<file path="src/logic/tss_consts.svh">
`ifndef TSS_CONSTS_SVH
`define TSS_CONSTS_SVH
// register byte addresses
`define TSS_A_CTRL  6'h00
`define TSS_A_SRC   6'h04
`define TSS_A_SLOPE 6'h08
`define TSS_A_MODE  6'h0c
`define TSS_A_LIMIT 6'h10
`define TSS_A_ERR   6'h14
`define TSS_A_STAT  6'h18
`define TSS_A_ESE   6'h1c
`define TSS_A_TEST  6'h20
// control command bits
`define TSS_C_ARM   0
`define TSS_C_ABORT 1
`define TSS_C_TRG   2
`define TSS_C_GET   3
`define TSS_C_CLS   4
`define TSS_C_TEST  5
// error bits
`define TSS_E_IGN   0
`define TSS_E_CONF  1
`define TSS_E_ARMD  2
`define TSS_E_RANGE 3
`define TSS_E_TEST  4
// event and status byte bits
`define TSS_EV_DEV  3
`define TSS_EV_EXE  4
`define TSS_SB_ERR  2
`define TSS_SB_ESB  5
`define TSS_SB_OPER 7
// reset values and codes
`define TSS_SLOPE_RST 2'h3
`define TSS_IDX_NONE  3'h0
`define TSS_IDX_ONE   3'h1
`define TSS_SEL_TWO   2'h2
`define TSS_RESP_OK   2'h0
`define TSS_RESP_ERR  2'h2
`endif

</file>
<file path="src/logic/tss_pkg.sv">
package tss_pkg;
   typedef enum logic [2:0] {
      TSS_BUS, TSS_EXT, TSS_HOLD, TSS_IMM, TSS_INT, TSS_LINE
   } tss_kind_t;
   typedef enum logic [1:0] {
      TSS_NORMAL, TSS_MASTER, TSS_SLAVE
   } tss_mode_t;
   typedef enum logic {TSS_IDLE, TSS_WAIT} tss_arm_t;
   typedef struct packed {
      tss_kind_t  kind;
      logic [2:0] idx;
   } tss_src_t;
endpackage : tss_pkg

</file>
<file path="src/logic/tss_trigger_select.sv">
// Behaviour
// - two trigger selectors, both shared by all channels.
// - source command or query without selector index targets selector one.
// - selecting a source does not arm; arm command enters wait state.
// - external source fires on each falling edge of the trigger pin.
// - instant source fires at once, only once armed.
// - bus trigger or group trigger while not waiting is dropped, error logged.
// - armed with bus source, bus trigger command fires.
// - internal n fires on channel n level; n limited by channel count.
// - slope positive fires rising above level, negative falling below.
// - selecting internal n clears limit-test enables of channel n.
// - master or slave mode forces selector one onto the pair trigger line.
// - selector one changes in master or slave mode while not armed give settings conflict.
// - selector two keeps value and stays writable in any mode.
// - source commands are refused while armed; a master or slave mode write still forces selector one.
// - reset gives selector one instant, selector two hold.
// - query reports kind and index; internal channel one index reads zero.
// - hold source never fires.
// - status clear empties event, operation, error state and summary bits.
// - status clear keeps the enable masks.
// - self test returns zero on pass, non-zero on fail, logs error.
// - line pairs 0,2,4,6; even line samples, next odd line triggers.
`include "tss_consts.svh"
`timescale 1ns/1ps
`default_nettype none
module tss_trigger_select
   import tss_pkg::*;
#(
   parameter int NUM_CH = 4
) (
   // clock and reset
   input  wire logic              clk,
   input  wire logic              reset,
   // axi4-lite write
   input  wire logic [5:0]        s_axi_awaddr,
   input  wire logic              s_axi_awvalid,
   output logic                   s_axi_awready,
   input  wire logic [31:0]       s_axi_wdata,
   input  wire logic [3:0]        s_axi_wstrb,
   input  wire logic              s_axi_wvalid,
   output logic                   s_axi_wready,
   output logic [1:0]             s_axi_bresp,
   output logic                   s_axi_bvalid,
   input  wire logic              s_axi_bready,
   // axi4-lite read
   input  wire logic [5:0]        s_axi_araddr,
   input  wire logic              s_axi_arvalid,
   output logic                   s_axi_arready,
   output logic [31:0]            s_axi_rdata,
   output logic [1:0]             s_axi_rresp,
   output logic                   s_axi_rvalid,
   input  wire logic              s_axi_rready,
   // trigger inputs
   input  wire logic              extTrigPin,
   input  wire logic [NUM_CH-1:0] levelAbove,
   input  wire logic [7:0]        syncLineIn,
   input  wire logic              selfTestFault,
   // trigger outputs
   output logic                   trigOut,
   output logic                   armedOut
);

   // ----------------------------------------
   // bus slave
   // ----------------------------------------
   logic        awHeld_q, wHeld_q, bvalid_q, rvalid_q;
   logic [5:0]  awAddr_q;
   logic [31:0] wData_q, rdata_q, rdNext;
   logic [3:0]  wStrb_q;
   logic [1:0]  bresp_q, rresp_q;
   logic        wrEn, rdMapped, wrMapped;

   assign s_axi_awready = !awHeld_q;
   assign s_axi_wready  = !wHeld_q;
   assign s_axi_bvalid  = bvalid_q;
   assign s_axi_bresp   = bresp_q;
   assign s_axi_arready = !rvalid_q;
   assign s_axi_rvalid  = rvalid_q;
   assign s_axi_rdata   = rdata_q;
   assign s_axi_rresp   = rresp_q;
   assign wrEn = awHeld_q && wHeld_q && !bvalid_q && wStrb_q[0];

   always_comb begin
      case (awAddr_q)
         `TSS_A_CTRL, `TSS_A_SRC, `TSS_A_SLOPE, `TSS_A_MODE,
         `TSS_A_LIMIT, `TSS_A_ESE: wrMapped = 1'b1;
         default:                   wrMapped = 1'b0;
      endcase
   end

   always_ff @(posedge clk) begin
      if (reset) begin
         awHeld_q <= 1'b0;
         wHeld_q  <= 1'b0;
         bvalid_q <= 1'b0;
         bresp_q  <= `TSS_RESP_OK;
         awAddr_q <= '0;
         wData_q  <= '0;
         wStrb_q  <= '0;
      end else begin
         if (s_axi_awvalid && !awHeld_q) begin
            awHeld_q <= 1'b1;
            awAddr_q <= s_axi_awaddr;
         end
         if (s_axi_wvalid && !wHeld_q) begin
            wHeld_q <= 1'b1;
            wData_q <= s_axi_wdata;
            wStrb_q <= s_axi_wstrb;
         end
         if (awHeld_q && wHeld_q && !bvalid_q) begin
            awHeld_q <= 1'b0;
            wHeld_q  <= 1'b0;
            bvalid_q <= 1'b1;
            bresp_q  <= wrMapped ? `TSS_RESP_OK : `TSS_RESP_ERR;
         end else if (bvalid_q && s_axi_bready) begin
            bvalid_q <= 1'b0;
         end
      end
   end

   // ----------------------------------------
   // command decode
   // ----------------------------------------
   tss_src_t    sel_q [2];
   tss_mode_t   mode_q;
   tss_arm_t    state_q;
   tss_src_t    newSrc;
   logic [7:0]  d;
   logic        cmd, armed, busCmd, clrCmd, testCmd;
   logic        srcWr, srcSel, srcValid, srcOk, srcConf, srcArmd, srcBad;
   logic        modeWr, modeOk, qSel_q;

   assign d       = wData_q[7:0];
   assign armed   = state_q == TSS_WAIT;
   assign cmd     = wrEn && awAddr_q == `TSS_A_CTRL;
   assign busCmd  = cmd && (d[`TSS_C_TRG] || d[`TSS_C_GET]);
   assign clrCmd  = cmd && d[`TSS_C_CLS];
   assign testCmd = cmd && d[`TSS_C_TEST];
   assign srcWr   = wrEn && awAddr_q == `TSS_A_SRC;
   assign srcSel  = d[7:6] == `TSS_SEL_TWO;
   assign newSrc = '{kind: tss_kind_t'(d[2:0]),
                     idx: (d[2:0] == TSS_INT && d[5:3] == `TSS_IDX_NONE) ? `TSS_IDX_ONE : d[5:3]};

   always_comb begin
      case (newSrc.kind)
         TSS_BUS, TSS_EXT, TSS_HOLD, TSS_IMM: srcValid = 1'b1;
         TSS_INT:  srcValid = 32'(newSrc.idx) <= NUM_CH;
         TSS_LINE: srcValid = 1'b1;
         default:  srcValid = 1'b0;
      endcase
      if (d[7:6] == 2'h3)
         srcValid = 1'b0;
   end

   assign srcArmd = srcWr && armed;
   assign srcConf = srcWr && !armed && !srcSel && mode_q != TSS_NORMAL;
   assign srcBad  = srcWr && !armed && !srcConf && !srcValid;
   assign srcOk   = srcWr && !armed && !srcConf && srcValid;
   assign modeWr  = wrEn && awAddr_q == `TSS_A_MODE;
   assign modeOk  = modeWr && d[1:0] != 2'h3 && !d[2];

   // ----------------------------------------
   // selectors and mode
   // ----------------------------------------
   always_ff @(posedge clk) begin
      if (reset) begin
         sel_q[0] <= '{kind: TSS_IMM, idx: `TSS_IDX_NONE};
         sel_q[1] <= '{kind: TSS_HOLD, idx: `TSS_IDX_NONE};
      end else if (modeOk && d[1:0] != TSS_NORMAL) begin
         sel_q[0] <= '{kind: TSS_LINE, idx: {d[4:3], 1'b1}};
      end else if (srcOk) begin
         sel_q[srcSel] <= newSrc;
      end
   end

   always_ff @(posedge clk) begin
      if (reset)
         mode_q <= TSS_NORMAL;
      else if (modeOk)
         mode_q <= tss_mode_t'(d[1:0]);
   end
   always_ff @(posedge clk) begin
      if (reset)
         qSel_q <= 1'b0;
      else if (srcWr)
         qSel_q <= srcSel;
   end
   logic [1:0]        slope_q;
   logic [NUM_CH-1:0] lower_q, upper_q, intClr;
   always_ff @(posedge clk) begin
      if (reset)
         slope_q <= `TSS_SLOPE_RST;
      else if (wrEn && awAddr_q == `TSS_A_SLOPE)
         slope_q <= d[1:0];
   end
   assign intClr = (srcOk && newSrc.kind == TSS_INT)
                   ? NUM_CH'(1) << (newSrc.idx - `TSS_IDX_ONE) : '0;
   always_ff @(posedge clk) begin
      if (reset) begin
         lower_q <= '0;
         upper_q <= '0;
      end else if (wrEn && awAddr_q == `TSS_A_LIMIT) begin
         lower_q <= d[NUM_CH-1:0];
         upper_q <= d[4+NUM_CH-1:4];
      end else begin
         lower_q <= lower_q & ~intClr;
         upper_q <= upper_q & ~intClr;
      end
   end

   // ----------------------------------------
   // trigger sources
   // ----------------------------------------
   logic              ext_q;
   logic [NUM_CH-1:0] above_q;
   logic [7:0]        line_q, riseAll, fallAll, lineFall;
   logic [1:0]        hit;
   logic              fire, trig_q;
   always_ff @(posedge clk) begin
      if (reset) begin
         ext_q   <= 1'b1;
         above_q <= '0;
         line_q  <= '1;
      end else begin
         ext_q   <= extTrigPin;
         above_q <= levelAbove;
         line_q  <= syncLineIn;
      end
   end

   assign riseAll  = 8'(levelAbove & ~above_q);
   assign fallAll  = 8'(~levelAbove & above_q);
   assign lineFall = line_q & ~syncLineIn;

   for (genvar g = 0; g < 2; g++) begin : gHit
      logic [2:0] ch;
      assign ch = sel_q[g].idx - `TSS_IDX_ONE;
      always_comb begin
         case (sel_q[g].kind)
            TSS_BUS:  hit[g] = busCmd;
            TSS_EXT:  hit[g] = ext_q && !extTrigPin;
            TSS_HOLD: hit[g] = 1'b0;
            TSS_IMM:  hit[g] = 1'b1;
            TSS_INT:  hit[g] = slope_q[g] ? riseAll[ch] : fallAll[ch];
            TSS_LINE: hit[g] = lineFall[sel_q[g].idx];
            default:  hit[g] = 1'b0;
         endcase
      end
   end

   assign fire = armed && (hit[0] || hit[1]);

   always_ff @(posedge clk) begin
      if (reset)
         state_q <= TSS_IDLE;
      else begin
         case (state_q)
            TSS_IDLE: if (cmd && d[`TSS_C_ARM]) state_q <= TSS_WAIT;
            TSS_WAIT: if (fire || (cmd && d[`TSS_C_ABORT])) state_q <= TSS_IDLE;
            default:  state_q <= TSS_IDLE;
         endcase
      end
   end

   always_ff @(posedge clk) begin
      if (reset)
         trig_q <= 1'b0;
      else
         trig_q <= fire;
   end

   assign trigOut  = trig_q;
   assign armedOut = armed;

   // ----------------------------------------
   // errors, events, self test
   // ----------------------------------------
   logic [4:0]  err_q, errSet;
   logic [7:0]  evt_q, ese_q, stb;
   logic        oper_q, testRes_q;
   always_comb begin
      errSet = '0;
      errSet[`TSS_E_IGN]   = busCmd && !armed;
      errSet[`TSS_E_CONF]  = srcConf;
      errSet[`TSS_E_ARMD]  = srcArmd;
      errSet[`TSS_E_RANGE] = srcBad || (modeWr && !modeOk);
      errSet[`TSS_E_TEST]  = testCmd && selfTestFault;
   end
   always_ff @(posedge clk) begin
      if (reset) begin
         err_q  <= '0;
         evt_q  <= '0;
         oper_q <= 1'b0;
      end else begin
         err_q  <= (clrCmd ? '0 : err_q) | errSet;
         evt_q  <= clrCmd ? '0 : evt_q;
         evt_q[`TSS_EV_DEV] <= (!clrCmd && evt_q[`TSS_EV_DEV]) || errSet[`TSS_E_TEST];
         evt_q[`TSS_EV_EXE] <= (!clrCmd && evt_q[`TSS_EV_EXE]) || |errSet[3:0];
         oper_q <= (!clrCmd && oper_q) || fire;
      end
   end

   always_ff @(posedge clk) begin
      if (reset)
         ese_q <= '0;
      else if (wrEn && awAddr_q == `TSS_A_ESE)
         ese_q <= d;
   end
   always_ff @(posedge clk) begin
      if (reset)
         testRes_q <= 1'b0;
      else if (testCmd)
         testRes_q <= selfTestFault;
   end
   always_comb begin
      stb = '0;
      stb[`TSS_SB_ERR]  = |err_q;
      stb[`TSS_SB_ESB]  = |(evt_q & ese_q);
      stb[`TSS_SB_OPER] = oper_q;
   end

   // ----------------------------------------
   // read path
   // ----------------------------------------
   tss_src_t q;
   always_comb begin
      q        = sel_q[qSel_q];
      rdNext   = '0;
      rdMapped = 1'b1;
      if (q.kind == TSS_INT && q.idx == `TSS_IDX_ONE)
         q.idx = `TSS_IDX_NONE;
      case (s_axi_araddr)
         `TSS_A_CTRL:  rdNext[0] = armed;
         `TSS_A_SRC:   rdNext[7:0] = {qSel_q, 1'b0, q.idx, q.kind};
         `TSS_A_SLOPE: rdNext[1:0] = slope_q;
         `TSS_A_MODE:  rdNext[4:0] = {sel_q[0].idx[2:1], 1'b0, mode_q};
         `TSS_A_LIMIT: rdNext[7:0] = {4'(upper_q), 4'(lower_q)};
         `TSS_A_ERR:   rdNext[4:0] = err_q;
         `TSS_A_STAT:  rdNext[15:0] = {stb, evt_q};
         `TSS_A_ESE:   rdNext[7:0] = ese_q;
         `TSS_A_TEST:  rdNext[0] = testRes_q;
         default:      rdMapped = 1'b0;
      endcase
   end

   always_ff @(posedge clk) begin
      if (reset) begin
         rvalid_q <= 1'b0;
         rdata_q  <= '0;
         rresp_q  <= `TSS_RESP_OK;
      end else if (s_axi_arvalid && !rvalid_q) begin
         rvalid_q <= 1'b1;
         rdata_q  <= rdNext;
         rresp_q  <= rdMapped ? `TSS_RESP_OK : `TSS_RESP_ERR;
      end else if (rvalid_q && s_axi_rready) begin
         rvalid_q <= 1'b0;
      end
   end
endmodule : tss_trigger_select
`default_nettype wire
</file>
<file path="config.mk">
export PLATFORM = sky130hd
export DESIGN_NAME = tss_trigger_select
export DESIGN_NICKNAME = d
export VERILOG_FILES = /design/src/logic/tss_pkg.sv /design/src/logic/tss_trigger_select.sv
export VERILOG_INCLUDE_DIRS = /design/src /design/src/logic
export SDC_FILE = /design/constraint.sdc
export NUM_CORES = 1
export LEC_CHECK = 0
export BUFFER_PORTS_ARGS = -buffer_cell sky130_fd_sc_hd__buf_4
export CAP_MARGIN = 20
export CORE_ASPECT_RATIO = 1.75
export CORE_MARGIN = 4
export CORE_UTILIZATION = 50
export DETAILED_ROUTE_END_ITERATION = 12
export MAX_ROUTING_LAYER = met4
export PLACE_DENSITY = 0.84
export SYNTH_ARGS = -nofsm -noshare
export SYNTH_HDL_FRONTEND = slang
export SYNTH_SLANG_ARGS = --single-unit
</file>
<file path="constraint.sdc">
create_clock -name clk -period 4 [get_ports clk]
set_input_delay 1.2 -clock clk [delete_from_list [all_inputs] [get_ports clk]]
set_output_delay 1.2 -clock clk [all_outputs]
set_load 0.005 [all_outputs]
</file>
==> results of run 1 <==
per-layer routing:
layer / wire [um] / share of wire, % / vias up
met1: 4310 / 36 / 1898
met3: 770 / 6.4 / 51
met4: 716 / 6.0 / 0
met2: 6160 / 52 / 192
li1: - / - / 1977
met5: 0 / 0 / -
flip-flops by register name, summed over array words and instances, names as in the netlist, 2 cells and up, named ones only:
name / count
awAddr_q: 6
err_q: 5
sel_q: 12
mode_q: 2
lower_q: 4
ese_q: 8
line_q: 8
evt_q: 2
upper_q: 4
wData_q: 8
s_axi_rdata: 11
slope_q: 2
above_q: 4
critical path, cell delays in order (launching register included):
cell and delay, ps:
edfxtp_1 600, inv_1 190, ha_1 400, a311o_1 340
a21oi_1 200, o32ai_1 130, nor4b_2 490, a22o_1 230
cell usage after synthesis (5+ instances only):
library cell / n
a22oi_1: 5
o21ai_0: 18
and3_1: 8
nor2b_1: 17
mux2i_1: 21
edfxtp_1: 12
dfxtp_1: 78
a31oi_1: 6
clkbuf_1: 23
buf_4: 24
o311ai_0: 5
inv_1: 19
nand3_1: 20
or2_2: 9
nand3b_1: 5
buf_2: 6
nand2_1: 67
nor2_1: 54
and2_1: 5
nor3b_1: 6
a21oi_1: 51
nand2b_1: 6
nor3_1: 14
through the flow:
stage          cells  hold WS (ps)
2_1_floorplan    577           435
3_3_place_gp     702           447
3_5_place_dp     702           451
4_1_cts          718           458
5_1_grt          718           481
6_report         718           458
cell families (layout without fill, tap and decap cells):
family                   after synthesis  count (layout)  synth area share (%)
flip-flops                            90              90                  41.6
AO/OA/AOI/OAI                        119             119                  16.4
AND/OR/NAND/NOR                      236             236                  25.9
adder cells (fa/ha/maj)                2               2                 0.541
other                                  1              23                0.0812
XOR/XNOR                               4               4                 0.758
multiplexers                          27              27                  6.50
buffers and inverters                 76              97                  8.29
area by class of cell:
class                           count  share of cell area, %
Tap cell                          120                   2.82
Timing Repair Buffer               62                   8.74
Inverter                           19                   1.34
Sequential cell                    90                   36.1
Clock buffer                        9                   4.23
Clock inverter                      7                   1.74
Multi-Input combinational cell    411                   45.0
report_power, final:
part	switching, mW	internal, mW	total (mW)
clock network	0.360	0.547	0.907
logic	0.104	0.0876	0.192
registers	0.0363	0.942	0.978
total	0.500	1.58	2.08
final timing paths:
kind | depth (start not counted) | startpoint | slack [ps] | endpoint
worst min register to register | 2 | s_axi_rdata[13] | 460 | s_axi_rdata[13]
worst max-delay path | 7 | sel_q[0][0] | 1350 | armedOut
worst max register to register | 7 | sel_q[0][0] | 1350 | armedOut
worst min-delay path | 2 | s_axi_rdata[13] | 460 | s_axi_rdata[13]
==> impl_results.md, run 1 <==
* Status: finished, final reports clean
* First-pass GRT wire length at between 15,000 and 20,000 um
* Die W at 80.7 um
* Worst setup EP type: flip-flop
* Post-synth cell types at 67
* Drt first-iter violations at 428
* Largest net degree at the start of global routing at 68
* Final cycle utilization of the critical path at 66.2%
* WL final at 12,000 um
* Syn. warnings at 0
* Area growth syn-to-layout at 15.2%
* Core area at 9040 um2
* Port Buffers at 61
* Cts hold-fix bufs at 0
* Reg area at just under 2000 um2
* Routed vias/inst at 5.74
* Number of fill cells at a little over 800
* Post-cts sizing count at 0
* Max FO, Critical Path at 11
* Worst vdd ir at 0.254 mV
* Worst Setup Slack, final at 1350 ps
* Worst-Margin Slew at slightly below 700 ps
* Fmax at 0.377 GHz
* Worst EP arrival at 2940 ps
* Post-DP Area at 5010 um2
* Clock Path Buffers at 2
* Initial Util at about 51%
* Via Count at between 4,000 and 5,000
* Met2 Use GR at 39.8%
* Post-route ant nets at 0
* Tot GR Track Use at 23.1%
* Top cell type by total area after synthesis: dfxtp_1
* Startpoint Class: flip-flop
* Final-report setup violation count at 0
* Worst EP required at ~4300 ps
* Final setup TNS at 0 ps
* Final instance area at 5330 um2
* Slew Limit Headroom at 54.1%
* Pre-CTS setup slack at 1170 ps
* DP HPWL at 8750 um
* Clk_lat worst skew at ~340 ps
* P_leak at 2.13 nW
* Ys async rst share at 0%
* # diodes at 0
* Largest cells by area after synthesis: dfxtp_1 (34%), edfxtp_1 (7.8%), a21oi_1 (5.5%)
* Final Hold Viols at 0
* Final Critical Period at 2650 ps
* Die H at 135 um
* Clock root buffer: clkbuf_16
* Nets at 664
* Register bit total from synthesis at 90
* CTS buffer count at 9
* Skew final at 7.53 ps
* Post-synthesis sequential area ratio at between 40% and 50%
* RSZ-0062 raised after global routing: no
* Crit path kind: reg2reg
* IO Count at approximately 110
* Drt wl/cell at 16.7 um
* Drt first pass iters at 6
* Worst Hold Class: reg2reg
* H-tree Lvls at 3
* Most frequent cells in the layout: dfxtp_1 (78), nand2_1 (67), buf_4 (62)
* Commonest non-fill, non-tap cell in the layout: dfxtp_1
* Max cap viols at 0
* PD cells at 390 nW/um2
* Global route hottest layer: met2
* Worst-path clk slew at 70 ps
* Tot Pwr at 2.08 mW
* Grt met3 use at 4.53%
* Slew Limit Fails at 0
* Antenna violations before repair at 0
* Grt met1 use at 23.5%
* CTS tree: built
* Total grt overflow at 0
* Area occupied by multi-input gates at between 2000 and 2500 um2
* Vias in the first global route at 4,102
* Mapped Area at 4620 um2
* DRC violations left at 0
* Fraction of layout cells with a size suffix above 1 at between 10% and 20%
* EDFF count, synth at 12
* Clock sink count at 90
* Post-synth top area share at about a third
* Die area at 10,900 um2
* Synthesized netlist cell count at 555
* Post-Syn Area per Cell at 8.33 um2
* Util after Layout at between 50% and 60%
* Top_reg_cell synth: dfxtp_1
* Setup bufs post-CTS at 0
* Row cnt at 46
* GP Congestion at 0.914
(Power assumes the default switching activity.)
==> inputs of run 2 (changes only) <==
Settings changed: ABC_AREA from default to 1, CORE_UTILIZATION 50 to 48, PLACE_DENSITY 0.84 to 0.85.
Clock period 4 ns to 2.4 ns, I/O delays scaled along.
==> impl_results.md, run 2 <==
* Fraction of layout cells with a size suffix above 1 at 16.9% (-0.11 points)
* EDFF count, synth at 12 (unchanged)
* Final-report setup violation count at 0 (unchanged)
* Worst EP arrival at 2080 ps (-860 ps)
* Tot Pwr at 3.33 mW (+60%)
* Worst EP required at 2430 ps (-1860 ps)
* Via Count at 4,546 (+10%)
* Post-synthesis sequential area ratio at 41.8% (+0.22 points)
* Post-DP Area at 5150 um2 (+2.9%)
* Row cnt at 47 (+2.2%)
* Clock root buffer: clkbuf_16
* Clk_lat worst skew at 350 ps (about the same)
* Mapped Area at 4600 um2 (-0.51%)
* Skew final at 8.15 ps (+0.615 ps)
* Die area at 11,300 um2 (+3.3%)
* Max cap viols at 0 (unchanged)
* Post-route ant nets at 0 (unchanged)
* Antenna violations before repair at 0 (unchanged)
* GP Congestion at 1.01 (+11%)
* Final Hold Viols at 0 (unchanged)
* Hold Crit Start: s_axi_rdata[7]
* Largest net degree at the start of global routing at 43 (-37%)
* Min-Delay Endpoint: s_axi_rdata[7]
* Reg-to-Reg Start: wData_q[0]
* Final Critical Period at 2060 ps (-594 ps)
* Vias in the first global route at 4,388 (+7.0%)
* Worst vdd ir at 0.551 mV (+120%)
* Fmax at 0.486 GHz (+29%)
* Post-Syn Area per Cell at 7.23 um2 (-13%)
* Initial Util at 48.9% (-2.3 points)
* Total grt overflow at 0 (unchanged)
* Die H at 137 um (+1.7%)
* Cell with the most instances after synthesis: nand2_1
* Post-synth top area share at 34.0% (+0.17 points)
* Syn. warnings at 0 (unchanged)
* CTS tree: built
* First-pass GRT wire length at 20,000 um (+4.6%)
* DP HPWL at 9580 um (+9.5%)
* P_leak at 2.36 nW (+11%)
* Layout Cells excl Fill at 830 (+16%)
* Worst-path clk slew at 70 ps (about the same)
* Status: finished, final reports clean
* Area growth syn-to-layout at 18.2%
* Final setup TNS at 0 ps (unchanged)
* WL final at 12,500 um (+4.7%)
* Reg-to-Reg End: sel_q[1][4]
* Worst r2r path cells at 11 (+4)
* Top_reg_cell synth: dfxtp_1
* Worst setup EP type: flip-flop
* Startpoint Class: flip-flop
* DRC violations left at 0 (unchanged)
* Commonest non-fill, non-tap cell in the layout: nand2_1
* Slew Limit Headroom at 47.2% (-6.9 points)
* Hold path cells at 2 (unchanged)
* Cts hold-fix bufs at 0 (unchanged)
* Post-synth cell types at 47 (-30%)
* Crit path kind: reg2reg
* Routed vias/inst at 5.48 (-4.5%)
* Drt first pass iters at 7 (+1)
* Drt first-iter violations at 330 (-23%)
* Top cell type by total area after synthesis: dfxtp_1
* Post-cts sizing count at 0 (unchanged)
* Most frequent cells in the layout: nand2_1 (104), inv_1 (85), nand3_1 (79)
* Clock sink count at 90 (unchanged)
* Drt wl/cell at 15.1 um (-9.4%)
* Register bit total from synthesis at 90 (unchanged)
* Die W at 82.0 um (+1.6%)
* Nets at 774 (+17%)
* Most common library cells after synthesis: nand2_1 (104), inv_1 (85), nand3_1 (79)
* Synthesized netlist cell count at 636 (+15%)
* Slew Limit Fails at 0 (unchanged)
* RSZ-0062 raised after global routing: no
* Worst reg-to-reg setup slack at 340 ps (-1010 ps)
* # diodes at 0 (unchanged)
* Worst Hold Class: reg2reg
* Largest cells by area after synthesis: dfxtp_1 (34%), nand3_1 (8.6%), nand2_1 (8.5%)
* Tot GR Track Use at 23.8% (+0.73 points)
* Final cycle utilization of the critical path at 85.7% (+19 points)
* Max reg flops at 12 (unchanged)
* Worst-Margin Slew at 785 ps (+98.0 ps)
* H-tree Lvls at 3 (unchanged)
* Ys async rst share at 0% (unchanged)
* Core area at 9410 um2 (+4.1%)
* PD cells at 612 nW/um2 (+57%)
* Largest reg by FF count: sel_q
* Cells after DPL at 814 (+16%)
* Port Buffers at 61 (unchanged)
* Max FO, Critical Path at 7 (-4)
* CTS buffer count at 9 (unchanged)
* IO Count at 112 (unchanged)
* Clock Path Buffers at 2 (unchanged)
* Final instance area at 5440 um2 (+2.1%)
* Setup bufs post-CTS at 0 (unchanged)
## run 2: changes by cell type in the layout (fill, tap and decap cells not counted), sizes merged, moves of 5 or more
| cell | delta |
|---|---|
| a21oi | +13 |
| a31oi | -5 |
| and2 | -5 |
| and3 | -8 |
| buf | +14 |
| inv | +72 |
| mux2i | -21 |
| nand2 | +40 |
| nand2b | -7 |
| nand3 | +61 |
| nor2b | -17 |
| nor3b | -7 |
| o21ai | +37 |
| or2 | -8 |
## run 2: worst max-delay path: stages (launching register included)
cell and delay (ps):
dfxtp_1 390, inv_1 230, nand3_1 130, inv_1 70
nand2_1 70, nand2_1 80, o21ai_2 80, nor2_4 150
nand3_4 130, inv_4 100, nand2_4 80, nand2_1 210
## run 2: logic make-up after synthesis
family | synth area share, %
xor gates and xnor gates | 0.381
AOI/OAI and AO/OA | 16.2
buffers and inverters | 13.0
other | 0.0816
adders and majority gates | 0.544
DFF | 41.8
and+or+nand+nor | 27.9
## run 2: worst max path at each step
stage	cells past startpoint	from	slack, ps	to
6_report	11	wData_q[0]	340	sel_q[1][4]
5_1_grt	11	wData_q[0]	230	sel_q[1][4]
4_1_cts	11	wData_q[0]	370	sel_q[1][4]
3_5_place_dp	10	s_axi_araddr[0]	320	s_axi_rdata[5]
3_3_place_gp	10	s_axi_araddr[0]	360	s_axi_rdata[5]
2_1_floorplan	6	reset	410	sel_q[1][0]
## run 2: stage by stage
step / worst slack, ps / util (%) / hold WS (ps)
after floorplan: 405 / - / 437
after global placement: 359 / 54.8 / 451
after detailed placement: 324 / 54.8 / 457
after CTS: 365 / 57.8 / 469
after global routing: 232 / 57.8 / 487
final: 344 / 57.8 / 469
## run 2: routing by layer
| metal | routed length (um) | up-vias | GRT usage (%) |
|---|---|---|---|
| met3 | 867 | 63 | 4.25 |
| met4 | 823 | 0 | 16.1 |
| met2 | 6410 | 235 | 40.5 |
| met1 | 4430 | 2047 | 24.3 |
| met5 | 0 | - | - |
| li1 | - | 2201 | - |
## run 2: cell type report
cell class / count / area (um2)
clock buffers: 10 / 229
clock inverters: 6 / 51.3
fillers: 863 / 3970
inverters: 93 / 352
multi-input cells: 433 / 2160
flip-flops and latches: 90 / 1920
well taps: 122 / 153
repair buffers: 76 / 571
## run 2: report_power, final
part           internal (mW)  total (mW)  switching [mW]
Clock                  0.715        1.34           0.622
Sequential              1.57        1.62          0.0425
Combinational          0.143       0.376           0.232
Total                   2.43        3.33           0.896
